===== config.mk =====
export PLATFORM = sky130hd
export DESIGN_NAME = tpx_core
export DESIGN_NICKNAME = d
export VERILOG_FILES = /design/src/verilog/tpx_buf2.v /design/src/verilog/tpx_core.v
export VERILOG_INCLUDE_DIRS = /design/src /design/src/verilog
export SDC_FILE = /design/constraint.sdc
export NUM_CORES = 1
export LEC_CHECK = 0
export BUFFER_PORTS_ARGS = -buffer_cell sky130_fd_sc_hd__buf_2
export CAP_MARGIN = 30
export CORE_MARGIN = 1.5
export CORE_UTILIZATION = 57
export CTS_BUF_LIST = sky130_fd_sc_hd__clkbuf_8
export DETAILED_ROUTE_END_ITERATION = 10
export PLACE_DENSITY = 0.87
export REMOVE_ABC_BUFFERS = 1
export SYNTH_ARGS = -nofsm -noshare
export SYNTH_HDL_FRONTEND = slang
export SYNTH_SLANG_ARGS = --single-unit

===== constraint.sdc =====
create_clock -name core_clk -period 2.5 [get_ports core_clk]
set_input_delay 0.375 -clock core_clk [delete_from_list [all_inputs] [get_ports core_clk]]
set_output_delay 0.375 -clock core_clk [all_outputs]
set_load 0.1 [all_outputs]

===== src/verilog/tpx_map.vh =====
// constants of the transceiver control block
`ifndef TPX_MAP_VH
`define TPX_MAP_VH
// bit positions in the control and status words
`define TPX_CTL_LINK_EN_BIT   5
`define TPX_CTL_PORT_AUI_BIT  4
`define TPX_CTL_STP_BIT       2
`define TPX_LNK_LOOP_BIT      1
`define TPX_STS_SQE_BIT       1
`define TPX_STS_POLREV_BIT    3
`define TPX_STS_JABBER_BIT    0
`define TPX_STS_LINKFAIL_BIT  2
// timing in bit times; the clock period is 10 ns
`define TPX_CLK_NS            10
`define TPX_BIT_NS            100
`define TPX_SQE_BITS          10
`define TPX_SQUELCH_BITS      8
`define TPX_POL_PULSES        8
`define TPX_POL_FRAMES        4
`define TPX_LINK_PULSES       2
// times in microseconds
`define TPX_JAB_LIMIT_US      26000
`define TPX_UNJAB_US          500000
`define TPX_LINK_LOSS_US      100000
`define TPX_POL_RESET_US      112000
`define TPX_LINK_PERIOD_US    16000
`define TPX_PULSE_BITS        1
`define TPX_RESET_STS         8'h00
`endif


===== src/verilog/tpx_buf2.v =====
// two-entry buffer with valid and ready on both sides
module tpx_buf2 #(
  parameter WIDTH = 1
) (
  input  wire             core_clk,
  input  wire             reset_n,
  input  wire             in_valid,
  output wire             in_ready,
  input  wire [WIDTH-1:0] in_data,
  output wire             out_valid,
  input  wire             out_ready,
  output reg  [WIDTH-1:0] out_data
);
  reg [WIDTH-1:0] spare_reg;
  reg [1:0]       count_reg;
  wire            push;
  wire            pop;

  assign in_ready  = (count_reg != 2'd2);
  assign out_valid = (count_reg != 2'd0);
  assign push      = in_valid & in_ready;
  assign pop       = out_valid & out_ready;

  // head sits in out_data, second word in spare_reg
  always @(posedge core_clk or negedge reset_n) begin
    if (!reset_n) begin
      count_reg <= 2'd0;
      spare_reg <= {WIDTH{1'b0}};
      out_data  <= {WIDTH{1'b0}};
    end else begin
      case ({push, pop})
        2'b10: begin
          if (count_reg == 2'd0)
            out_data <= in_data;
          else
            spare_reg <= in_data;
          count_reg <= count_reg + 2'd1;
        end
        2'b01: begin
          out_data  <= spare_reg;
          count_reg <= count_reg - 2'd1;
        end
        2'b11: begin
          if (count_reg == 2'd1)
            out_data <= in_data;
          else begin
            out_data  <= spare_reg;
            spare_reg <= in_data;
          end
        end
        default: begin
          count_reg <= count_reg;
        end
      endcase
    end
  end
endmodule


===== src/verilog/tpx_core.v =====
// transceiver control: encode, link test, jabber, sqe, polarity, loopback
`include "tpx_map.vh"

module tpx_core #(
  parameter JAB_LIMIT_CYC  = (`TPX_JAB_LIMIT_US * 1000) / `TPX_CLK_NS,
  parameter UNJAB_CYC      = (`TPX_UNJAB_US * 1000) / `TPX_CLK_NS,
  parameter LINK_LOSS_CYC  = (`TPX_LINK_LOSS_US * 1000) / `TPX_CLK_NS,
  parameter POL_RESET_CYC  = (`TPX_POL_RESET_US * 1000) / `TPX_CLK_NS,
  parameter LINK_PER_CYC   = (`TPX_LINK_PERIOD_US * 1000) / `TPX_CLK_NS,
  parameter SQE_BITS       = `TPX_SQE_BITS,
  parameter SQUELCH_BITS   = `TPX_SQUELCH_BITS
) (
  input  wire       core_clk,
  input  wire       reset_n,
  input  wire [7:0] transceiver_control_reg,
  input  wire [7:0] link_control_reg,
  input  wire       tx_en,
  input  wire       tx_nrz,
  output wire       tx_ready,
  output reg        aui_tx_out,
  output reg        aui_tx_en,
  output reg        tp_tx_out,
  output reg        tp_tx_en,
  input  wire       tp_rx_in,
  input  wire       tp_rx_squelch,
  input  wire       tp_link_pulse,
  input  wire       tp_link_pulse_neg,
  input  wire       tp_idle_reversed,
  input  wire       aui_receive_circuit,
  input  wire       aui_rx_squelch,
  output wire       rx_valid,
  input  wire       rx_ready,
  output wire       rx_nrz,
  output reg        rx_clk,
  output reg        rx_carrier,
  output reg        collision,
  output reg        internal_collision_circuit,
  output wire [7:0] transceiver_status_reg,
  output wire       polarity_reversed_flag,
  output wire       shielded_pair_select
);
  localparam [2:0] LNK_OK   = 3'b001;
  localparam [2:0] LNK_FAIL = 3'b010;
  localparam [2:0] LNK_EXT  = 3'b100;
  localparam [1:0] JB_RUN   = 2'b01;
  localparam [1:0] JB_JAB   = 2'b10;
  localparam integer BIT_CYC = `TPX_BIT_NS / `TPX_CLK_NS;

  // pins from outside but aui_rx_squelch pass four flops; second and third must agree; aui_rx_squelch passes one flop
  wire [5:0] pin_raw = {tp_rx_in, tp_rx_squelch, tp_link_pulse,
                        tp_link_pulse_neg, tp_idle_reversed,
                        aui_receive_circuit};
  reg  [5:0] s1_reg, s2_reg, s3_reg, pin_reg;
  reg        sq_aui_reg;
  always @(posedge core_clk or negedge reset_n) begin
    if (!reset_n) begin
      s1_reg <= 6'h00; s2_reg <= 6'h00; s3_reg <= 6'h00;
      pin_reg <= 6'h00; sq_aui_reg <= 1'b0;
    end else begin
      s1_reg <= pin_raw;
      s2_reg <= s1_reg;
      s3_reg <= s2_reg;
      pin_reg <= (s2_reg & s3_reg) | (pin_reg & (s2_reg | s3_reg));
      sq_aui_reg <= aui_rx_squelch;
    end
  end
  wire tpi_d   = pin_reg[5];
  wire tpi_sq  = pin_reg[4];
  wire lp_pos  = pin_reg[3];
  wire lp_neg  = pin_reg[2];
  wire idl_rev = pin_reg[1];
  wire aui_d   = pin_reg[0];
  reg  [3:0] lp_d_reg;
  always @(posedge core_clk or negedge reset_n)
    if (!reset_n) lp_d_reg <= 4'h0;
    else lp_d_reg <= {lp_pos, lp_neg, idl_rev, tpi_sq};
  wire lp_pos_ev = lp_pos & ~lp_d_reg[3];
  wire lp_neg_ev = lp_neg & ~lp_d_reg[2];
  wire frame_end = ~tpi_sq & lp_d_reg[0];

  wire port_aui  = transceiver_control_reg[`TPX_CTL_PORT_AUI_BIT];
  wire link_off  = transceiver_control_reg[`TPX_CTL_LINK_EN_BIT];
  wire loop_control = link_control_reg[`TPX_LNK_LOOP_BIT];
  assign shielded_pair_select = transceiver_control_reg[`TPX_CTL_STP_BIT];

  // bit timer: one tick per bit, half tick for manchester halves
  reg [3:0] bt_reg;
  wire bit_tick  = (bt_reg == BIT_CYC - 1);
  wire half_tick = (bt_reg == BIT_CYC / 2 - 1);
  always @(posedge core_clk or negedge reset_n)
    if (!reset_n) bt_reg <= 4'h0;
    else bt_reg <= bit_tick ? 4'h0 : bt_reg + 4'h1;

  // transmit word through two-entry buffer, one word per bit time
  wire buf_valid, buf_data;
  tpx_buf2 #(.WIDTH(1)) u_txbuf (
    .core_clk (core_clk),
    .reset_n  (reset_n),
    .in_valid (tx_en),
    .in_ready (tx_ready),
    .in_data  (tx_nrz),
    .out_valid(buf_valid),
    .out_ready(bit_tick),
    .out_data (buf_data)
  );

  reg [2:0] lnk_reg;
  reg [1:0] jb_reg;
  reg       tx_act_reg, enc_bit_reg;
  wire jabber   = jb_reg[1];
  wire linkfail = ~link_off & ~port_aui & ~lnk_reg[0];
  wire tx_block = jabber | linkfail;

  // encoder: first half inverted data, second half data
  always @(posedge core_clk or negedge reset_n) begin
    if (!reset_n) begin
      tx_act_reg <= 1'b0; enc_bit_reg <= 1'b0;
    end else if (bit_tick) begin
      tx_act_reg  <= buf_valid;
      enc_bit_reg <= buf_data;
    end
  end
  wire enc_line = tx_act_reg & (enc_bit_reg ^ (bt_reg < BIT_CYC / 2));

  // link pulse generator while idle on twisted pair
  reg [23:0] lp_tmr_reg;
  wire lp_fire = (lp_tmr_reg == LINK_PER_CYC - 1);
  always @(posedge core_clk or negedge reset_n)
    if (!reset_n) lp_tmr_reg <= 24'h00_0000;
    else if (lp_fire | tx_act_reg) lp_tmr_reg <= 24'h00_0000;
    else lp_tmr_reg <= lp_tmr_reg + 24'h00_0001;
  // no pulses in jabber: the line stays quiet until unjab
  wire lp_out = lp_fire & ~link_off & ~port_aui & ~jabber;

  // output drivers; loopback blocks nothing on the line
  always @(posedge core_clk or negedge reset_n) begin
    if (!reset_n) begin
      aui_tx_out <= 1'b0; aui_tx_en <= 1'b0;
      tp_tx_out <= 1'b0; tp_tx_en <= 1'b0;
    end else begin
      aui_tx_out <= enc_line;
      aui_tx_en  <= port_aui & tx_act_reg & ~jabber;
      tp_tx_out  <= enc_line | lp_out;
      tp_tx_en   <= ~port_aui & ((tx_act_reg & ~tx_block) | lp_out);
    end
  end

  // jabber watchdog and unjab timer
  reg [25:0] jb_cnt_reg;
  always @(posedge core_clk or negedge reset_n) begin
    if (!reset_n) begin
      jb_reg <= JB_RUN; jb_cnt_reg <= 26'h000_0000;
    end else begin
      case (jb_reg)
        JB_RUN: begin
          if (!tx_act_reg) jb_cnt_reg <= 26'h000_0000;
          else if (jb_cnt_reg == JAB_LIMIT_CYC - 1) begin
            jb_reg <= JB_JAB; jb_cnt_reg <= 26'h000_0000;
          end else jb_cnt_reg <= jb_cnt_reg + 26'h000_0001;
        end
        JB_JAB: begin
          if (tx_en) jb_cnt_reg <= 26'h000_0000;
          else if (jb_cnt_reg == UNJAB_CYC - 1) begin
            jb_reg <= JB_RUN; jb_cnt_reg <= 26'h000_0000;
          end else jb_cnt_reg <= jb_cnt_reg + 26'h000_0001;
        end
        default: jb_reg <= JB_RUN;
      endcase
    end
  end

  // sqe after a clean twisted-pair transmit
  reg [4:0] sqe_cnt_reg;
  reg       tx_prev_reg;
  reg       sqe_on_reg;
  // status shows sqe alone; collisions only share the line
  always @(posedge core_clk or negedge reset_n) begin
    if (!reset_n) begin
      sqe_cnt_reg <= 5'h00; tx_prev_reg <= 1'b0;
      internal_collision_circuit <= 1'b0;
      sqe_on_reg <= 1'b0;
    end else begin
      tx_prev_reg <= tx_act_reg;
      sqe_on_reg  <= (sqe_cnt_reg != 5'h00);
      if (tx_prev_reg & ~tx_act_reg & ~port_aui & ~tx_block & ~collision)
        sqe_cnt_reg <= SQE_BITS[4:0];
      else if (bit_tick && sqe_cnt_reg != 5'h00)
        sqe_cnt_reg <= sqe_cnt_reg - 5'h01;
      internal_collision_circuit <= (sqe_cnt_reg != 5'h00) |
                                    (collision & ~loop_control);
    end
  end

  // link integrity: fail on silence, recover on packet or two pulses
  reg [23:0] lk_tmr_reg;
  reg [1:0]  lk_pls_reg;
  reg        pol_inv_reg;
  wire rx_seen = lp_pos_ev | lp_neg_ev | tpi_sq;
  always @(posedge core_clk or negedge reset_n) begin
    if (!reset_n) begin
      lnk_reg <= LNK_OK; lk_tmr_reg <= 24'h00_0000; lk_pls_reg <= 2'b00;
    end else if (link_off) begin
      lnk_reg <= LNK_OK; lk_tmr_reg <= 24'h00_0000;
    end else begin
      case (lnk_reg)
        LNK_OK: begin
          if (rx_seen) lk_tmr_reg <= 24'h00_0000;
          else if (lk_tmr_reg == LINK_LOSS_CYC - 1) begin
            lnk_reg <= LNK_FAIL; lk_tmr_reg <= 24'h00_0000;
            lk_pls_reg <= 2'b00;
          end else lk_tmr_reg <= lk_tmr_reg + 24'h00_0001;
        end
        LNK_FAIL, LNK_EXT: begin
          if (frame_end ||
              ((lp_pos_ev | lp_neg_ev) &&
               lk_pls_reg == `TPX_LINK_PULSES - 1)) begin
            lnk_reg <= LNK_OK; lk_tmr_reg <= 24'h00_0000;
          end else begin
            if (lp_pos_ev | lp_neg_ev) lk_pls_reg <= lk_pls_reg + 2'b01;
            if (rx_seen) lk_tmr_reg <= 24'h00_0000;
            else if (lk_tmr_reg == POL_RESET_CYC - 1) lnk_reg <= LNK_EXT;
            else lk_tmr_reg <= lk_tmr_reg + 24'h00_0001;
          end
        end
        default: lnk_reg <= LNK_OK;
      endcase
    end
  end

  // polarity detect and correct; frame check always on, pulse check only with link test on
  reg [3:0] pol_lp_reg;
  reg [2:0] pol_fr_reg;
  always @(posedge core_clk or negedge reset_n) begin
    if (!reset_n) begin
      pol_inv_reg <= 1'b0; pol_lp_reg <= 4'h0; pol_fr_reg <= 3'h0;
    end else if (lnk_reg == LNK_FAIL && !rx_seen &&
                 lk_tmr_reg == POL_RESET_CYC - 1) begin
      pol_inv_reg <= 1'b0; pol_lp_reg <= 4'h0; pol_fr_reg <= 3'h0;
    end else if ((!link_off && lp_neg_ev &&
                  pol_lp_reg == `TPX_POL_PULSES - 1) ||
                 (frame_end && idl_rev &&
                  pol_fr_reg == `TPX_POL_FRAMES - 1)) begin
      pol_inv_reg <= ~pol_inv_reg;
      pol_lp_reg  <= 4'h0;
      pol_fr_reg  <= 3'h0;
    end else begin
      if (link_off) pol_lp_reg <= 4'h0;
      else if (lp_pos_ev) pol_lp_reg <= 4'h0;
      else if (lp_neg_ev) pol_lp_reg <= pol_lp_reg + 4'h1;
      if (frame_end && idl_rev) pol_fr_reg <= pol_fr_reg + 3'h1;
    end
  end
  // opposite/reversed inputs are counted raw from the pins, not relative to the current correction
  assign polarity_reversed_flag = pol_inv_reg;

  // squelch to idle after quiet bit times
  reg [3:0] quiet_reg;
  wire      sq_in = port_aui ? sq_aui_reg : tpi_sq;
  always @(posedge core_clk or negedge reset_n) begin
    if (!reset_n) begin
      quiet_reg <= 4'h0; rx_carrier <= 1'b0;
    end else if (sq_in) begin
      quiet_reg <= 4'h0; rx_carrier <= 1'b1;
    end else if (bit_tick && rx_carrier) begin
      if (quiet_reg == SQUELCH_BITS - 1) rx_carrier <= 1'b0;
      else quiet_reg <= quiet_reg + 4'h1;
    end
  end

  // collision and loopback source selection
  wire tp_act   = ~port_aui & tx_act_reg & ~tx_block;
  wire col_now  = tp_act & rx_carrier & ~port_aui;
  wire norm_lb  = tp_act & ~tx_block & (~col_now | loop_control);
  wire aui_lb   = port_aui & loop_control & tx_act_reg & ~jabber;
  wire use_loop = norm_lb | aui_lb;
  wire line_in  = port_aui ? aui_d : (tpi_d ^ pol_inv_reg);

  always @(posedge core_clk or negedge reset_n)
    if (!reset_n) collision <= 1'b0;
    else collision <= col_now & ~loop_control;

  // decoder samples second half of each bit cell
  reg dec_bit_reg, dec_vld_reg;
  always @(posedge core_clk or negedge reset_n) begin
    if (!reset_n) begin
      dec_bit_reg <= 1'b0; dec_vld_reg <= 1'b0; rx_clk <= 1'b0;
    end else begin
      dec_vld_reg <= 1'b0;
      if (half_tick) rx_clk <= 1'b0;
      if (bit_tick) begin
        rx_clk <= use_loop | rx_carrier;
        dec_bit_reg <= use_loop ? enc_line : line_in;
        dec_vld_reg <= use_loop | rx_carrier;
      end
    end
  end

  // receive words leave through a second two-entry buffer
  tpx_buf2 #(.WIDTH(1)) u_rxbuf (
    .core_clk (core_clk),
    .reset_n  (reset_n),
    .in_valid (dec_vld_reg),
    .in_ready (),
    .in_data  (dec_bit_reg),
    .out_valid(rx_valid),
    .out_ready(rx_ready),
    .out_data (rx_nrz)
  );

  assign transceiver_status_reg = {4'h0, pol_inv_reg, linkfail,
                                   sqe_on_reg,
                                   jabber};
endmodule


## Word-level counts from Yosys, hierarchy flattened

Cells that the tools add are included.

| cells by class | value |
|---|---|
| $add $sub $neg | 13 |
| $lt $le $gt $ge | 1 |
| equal/unequal tests | 46 |
| multiplexer cells | 69 |
| bitwise gates (word level) | 61 |
| reduce and logical (&&, ||, !) cells | 45 |

Operators by type and width:

| operator | count |
|---|---|
| 24-bit two-way mux | 7 |
| 26-bit two-way mux | 4 |
| 26-bit one-hot mux with 2 select lines | 1 |
| 24-bit by 1-bit adder with 24-bit output, second input constant | 2 |
| 24-bit equality test, second input constant | 2 |
| 24-bit one-hot mux with 2 select lines | 1 |
| 4-bit two-way mux | 9 |
| 1-bit bitwise AND | 32 |
| 2-bit != test, second input constant | 15 |
| 3-bit two-way mux | 9 |
| 26-bit by 1-bit adder with 26-bit output, second input constant | 1 |
| 26-bit by 22-bit equality test with 1-bit output, second input constant | 1 |
| 26-bit equality test, second input constant | 1 |
| 2-bit nonzero test | 13 |
| 24-bit by 21-bit equality test with 1-bit output, second input constant | 1 |
| 1-bit two-way mux | 19 |
| 2-bit two-way mux | 8 |
| 2-bit one-hot mux with 2 select lines | 4 |
| 1-bit NOT | 13 |
| 4-bit by 1-bit adder with 4-bit output, second input constant | 3 |
| 6-bit bitwise AND | 2 |
| 2-bit by 1-bit equality test with 1-bit output, second input constant | 6 |
| 4-bit by 3-bit equality test with 1-bit output, second input constant | 3 |
| 6-bit bitwise OR | 2 |
| other kinds (31) | 76 |

| storage, ports and cells | value |
|---|---|
| bits in registers | 153 |
| output and inout port bits | 21 |

## Logic depth before layout (Yosys ltp)

| depth | value |
|---|---|
| depth after elaboration | 14 |
| mapped depth | 10 |

## Hierarchy

A second synthesis with hierarchy kept.

| unflattened totals | value |
|---|---|
| cell total of the unflattened synthesis | 763 |
| area total of the unflattened synthesis | 7666.1 um^2 |

Modules (own cells, without submodules):

| module | instances | cells each | area each (um^2) | seq. area each (um^2) |
|---|---|---|---|---|
| tpx_core | 1 | 693 | 6980.4 | 3606.0 |
| tpx_buf2 | 2 | 35 | 342.8 | 100.1 |

## Worst setup path before layout

Ideal clock, no wire load.

| timing | value |
|---|---|
| kind | flip-flop to flip-flop |
| from | register pin_reg[2] |
| to | register lk_tmr_reg[11] |
| arrival time | 2.397 ns |
| path slack | -0.018 ns |
| cell stages (with the launch flop) | 10 |
| buffers on the path | 3 |
| cells stage by stage | dfrtp_1 -> nor2b_4 -> buf_6 -> or3_4 -> or4_1 -> buf_2 -> o41ai_4 -> nor2_2 -> buf_6 -> a22o_1 |

| on the way | value |
|---|---|
| longest elaborated chain between the ends | 7 |

RTL lines:

| element | RTL line | RTL |
|---|---|---|
| start, declared | tpx_core.v:53 | `reg [5:0] s1_reg, s2_reg, s3_reg, pin_reg;` |
| start signal, assigned | tpx_core.v:63 | `pin_reg <= (s2_reg & s3_reg) \| (pin_reg & (s2_reg \| s3_reg));` |
| 1-bit bitwise AND * | tpx_core.v:78 | `wire lp_neg_ev = lp_neg & ~lp_d_reg[2];` |
| 1-bit bitwise OR * | tpx_core.v:198, tpx_core.v:215 |  |
| 1-bit bitwise OR or 1-bit logical AND (tied branches) | tpx_core.v:198, tpx_core.v:215 |  |
| 24-bit two-way mux or 1-bit logical OR (tied branches) | tpx_core.v:220, tpx_core.v:214 |  |
| 24-bit two-way mux | tpx_core.v:214 | `if (frame_end \|\|` |
| 24-bit one-hot mux with 2 select lines | tpx_core.v:205 | `case (lnk_reg)` |
| 24-bit two-way mux | tpx_core.v:202 | `end else if (link_off) begin` |
| end signal, assigned | tpx_core.v:211 | `end else lk_tmr_reg <= lk_tmr_reg + 24'h00_0001;` |
| end signal, assigned | tpx_core.v:222 | `else lk_tmr_reg <= lk_tmr_reg + 24'h00_0001;` |
| end, declared | tpx_core.v:195 | `reg [23:0] lk_tmr_reg;` |

Every way passes the cells marked *; elsewhere a longest branch is shown, timed or not.
A chain may end at the register's enable or synchronous reset.

## Worst setup path in the final report

| timing | value |
|---|---|
| from | register lk_tmr_reg[22] |
| to | register lk_tmr_reg[8] |

| on the way | value |
|---|---|
| longest elaborated chain between the ends | 5 |

RTL lines:

| element | RTL line | RTL |
|---|---|---|
| 24-bit equality test | tpx_core.v:208 | `else if (lk_tmr_reg == LINK_LOSS_CYC - 1) begin` |
| 24-bit two-way mux | tpx_core.v:208 |  |
| 24-bit two-way mux | tpx_core.v:207 | `if (rx_seen) lk_tmr_reg <= 24'h00_0000;` |
| 24-bit one-hot mux with 2 select lines | tpx_core.v:205 |  |
| 24-bit two-way mux | tpx_core.v:202 |  |

Several ways; a longest one is shown, not always the timed one.

==> impl_metrics.json <==
{
  "rrSetupSlack_ns": 0.06,
  "hold_violations": 0,
  "final_core_util_pct": 66.21,
  "comb_power_share_pct": 21.5,
  "die_x_um": 117.2,
  "drive_above_1_share_pct": 12.48,
  "initial_core_util_pct": 58.71,
  "grt_remaining_overflow": 0,
  "synthFlopType": "dfrtp_1",
  "grt_setup_unrepaired": "true",
  "final_common_cell": "dfrtp_1",
  "vdd_drop_max_mv": 0.3648,
  "fill_cells": 943,
  "die_h_um": 117.2,
  "wl_per_cell_um": 14.96,
  "async_flop_share_pct": 100.0,
  "power_density_nw_per_um2": 718.6,
  "largest_reg_flops": 26,
  "p_sw_w": 0.002053,
  "crit_path_end_kind": "register",
  "core_area_um2": 12670,
  "worstPathArrival_ns": 2.85,
  "cts_root_buf": "clkbuf_8",
  "first_pass_iters": 4,
  "clkSlewWorstSetupHoldPaths_ns": 0.09,
  "clockBufferDepth": 2,
  "instances_no_fill": 989,
  "p_sw_share_pct": 34.06,
  "grt_use_total_pct": 23.26,
  "syn_avg_cell_area_um2": 9.986,
  "crit_start": "lk_tmr_reg[22]$_DFFE_PN0P_",
  "synth-seq-cells": 152,
  "rr_endpoint": "lk_tmr_reg[8]$_DFFE_PN0P_",
  "grt_pass1_wl_um": 24540,
  "io_pins": 49,
  "setup_tns_ns": 0,
  "grt_max_degree": 63,
  "synthToLayoutAreaGrowth_pct": 12.76,
  "synth_edf_count": 0,
  "htreeDepth": 4,
  "power.internal_w": 0.003976,
  "cts_tree": "built",
  "rows": 41,
  "cp_data_required_time_ns": 2.90,
  "period_share_pct": 97.65,
  "fin_nets": 856,
  "synth-seq-area-share_pct": 51.16,
  "wl_um": 14800,
  "postRouteAntennaNets": 0,
  "crit_type": "register to register",
  "synth_cell_types": 64,
  "leakagePower_nw": 3.804,
  "die_area_um2": 13750,
  "cts_made_buffers": 17,
  "antenna_found_initial": 0,
  "place_hpwl_um": 9829,
  "worstPathMaxFanout": 5,
  "routed_via_density": 5.681,
  "slew_headroom_pct": 61.77,
  "skew_ns": 0.008936,
  "clock_sinks": 152,
  "drv_slew": 0,
  "grt_pass1_vias": 5451,
  "dr_total_vias": 5619,
  "drv_cap": 0,
  "dpl.cell_count": 947,
  "clk_latency_ns": 0.46,
  "setup_viol": 0,
  "cp-start-kind": "register",
  "outcome": "finished, final reports clean",
  "yosys_warnings": 0,
  "fmax_mhz": 409.6,
  "post-route-min-period_ns": 2.441,
  "portBuffers": 30,
  "place_congestion": 0.8060,
  "tightest_slew_ns": 0.5735,
  "r2r_start": "lk_tmr_reg[22]$_DFFE_PN0P_",
  "synth_cells": 745,
  "hold_path.class": "primary input to register",
  "endpoint": "lk_tmr_reg[8]$_DFFE_PN0P_",
  "p_clk_share_pct": 31.8,
  "final_cell_mix": "dfrtp_1 (150), nor2_1 (99), nand2_1 (74), inv_1 (37), xor2_1 (36)",
  "n_antenna_cell": 0,
  "r2r.worst_path.cells": 6,
  "p_seq_share_pct": 46.7,
  "drcViolationCount": 0,
  "drtIter0Drc": 547,
  "netlist_area_um2": 7440
}
==> metal layers <==
metal | global-route usage (%) | share of wire, % | up-vias
met5 | 0 | 0 | -
met4 | 9.719 | 1.9 | 0
met3 | 5.870 | 3.5 | 28
met2 | 39.46 | 50 | 131
met1 | 28.41 | 44 | 2784
li1 | - | - | 2676
==> through the flow <==
stage               power [W]  hold slack, ns  area, um2  worst slack, ns
floorplan            0.003789         0.07941       7302          -0.5141
global placement     0.004074          0.3335       7871           0.1327
detailed placement   0.004121          0.3347       7871          0.07763
CTS                  0.006081         0.08062       8362          0.04322
global route         0.006348         0.08602       8389         -0.05637
finish               0.006029          0.1200       8389          0.05873
==> cell usage after synthesis (all sizes together) (2+ instances only) <==
| library cell | n | area (um2) |
|---|---|---|
| xnor2 | 34 | 297.8 |
| nor2b | 13 | 88.83 |
| clkbuf | 13 | 48.80 |
| and4 | 5 | 43.79 |
| or3 | 6 | 42.54 |
| buf | 13 | 100.1 |
| dfstp | 2 | 52.55 |
| o211a | 2 | 20.02 |
| nand2 | 74 | 277.8 |
| nor4 | 13 | 81.33 |
| and2 | 7 | 43.79 |
| xor2 | 36 | 315.3 |
| a211oi | 2 | 15.01 |
| nand4 | 18 | 112.6 |
| a32oi | 2 | 17.52 |
| o21ai | 25 | 125.1 |
| a21oi | 13 | 65.06 |
| o211ai | 3 | 22.52 |
| a31oi | 2 | 12.51 |
| maj3 | 6 | 60.06 |
| nor3 | 15 | 75.07 |
| dfrtp | 150 | 3754 |
| nand2b | 8 | 50.05 |
| nor3b | 5 | 37.54 |
| nand3 | 31 | 155.2 |
| a22oi | 2 | 15.01 |
| o311ai | 2 | 17.52 |
| o41ai | 2 | 36.29 |
| o2bb2ai | 2 | 17.52 |
| mux2 | 4 | 45.04 |
| nor2 | 100 | 377.9 |
| o22ai | 3 | 18.77 |
| a21o | 8 | 60.06 |
| nor4b | 4 | 35.03 |
| ha | 24 | 300.3 |
| a22o | 11 | 96.34 |
| or4 | 3 | 22.52 |
| inv | 37 | 138.9 |
| and3 | 14 | 87.58 |
| nand3b | 4 | 30.03 |
| nor4bb | 4 | 40.04 |
| or2 | 7 | 43.80 |
| mux2i | 3 | 30.03 |
==> critical path, cell delays in order (launching register included) <==
cell      delay [ns]
dfrtp_1         0.41
nor4bb_1        0.30
nand4b_1        0.24
or4_4           0.64
o41a_1          0.50
o21ai_0         0.13
a22o_1          0.16
==> how the worst min path moves through the flow <==
stage,from,slack [ns],end,depth (start not counted)
after detailed placement,s1_reg[0]$_DFF_PN0_,0.33,s2_reg[0]$_DFF_PN0_,0
after CTS,link_control_reg[1],0.08,collision$_DFF_PN0_,2
after global routing,link_control_reg[1],0.09,collision$_DFF_PN0_,2
final,link_control_reg[1],0.12,collision$_DFF_PN0_,2
after global placement,s1_reg[5]$_DFF_PN0_,0.33,s2_reg[5]$_DFF_PN0_,0
after floorplan,reset_n,0.08,aui_tx_en$_DFF_PN0_,0
==> cells by family after synthesis <==
family                   share of synthesized area [%]
AND/OR/NAND/NOR                                  22.50
multiplexers                                     1.009
adder cells (fa/ha/maj)                          4.844
flip-flops                                       51.16
XOR/XNOR                                         8.241
other                                          0.05041
buffers and inverters                            3.868
AO/OA/AOI/OAI                                    8.325
==> repair_timing <==
action                                  CTS  global route
hold buffers                              8             0
gates resized for setup                   0             3
hold endpoints to repair                 65             0
endpoints found under the setup margin    0            13
buffers inserted                          0             1
==> area by class of cell <==
| class | count | area, um2 | area share [%] |
|---|---|---|---|
| Clock inverter | 14 | 162.7 | 1.939 |
| Sequential cell | 152 | 3806 | 45.37 |
| Inverter | 37 | 138.9 | 1.655 |
| Clock buffer | 18 | 247.7 | 2.953 |
| Tap cell | 172 | 215.2 | 2.565 |
| Timing Repair Buffer | 62 | 441.7 | 5.265 |
| Multi-Input combinational cell | 534 | 3377 | 40.25 |
==> power groups by stage <==
stage / clock (W) / combinational, W / sequential (W)
detailed placement: 0 / 0.00126 / 0.00286
floorplan: 0 / 0.000713 / 0.00308
global placement: 0 / 0.00123 / 0.00284
global route: 0.00208 / 0.00143 / 0.00284
finish: 0.00192 / 0.00130 / 0.00281
CTS: 0.00196 / 0.00131 / 0.00281
Power figures use the tool's default switching activity.
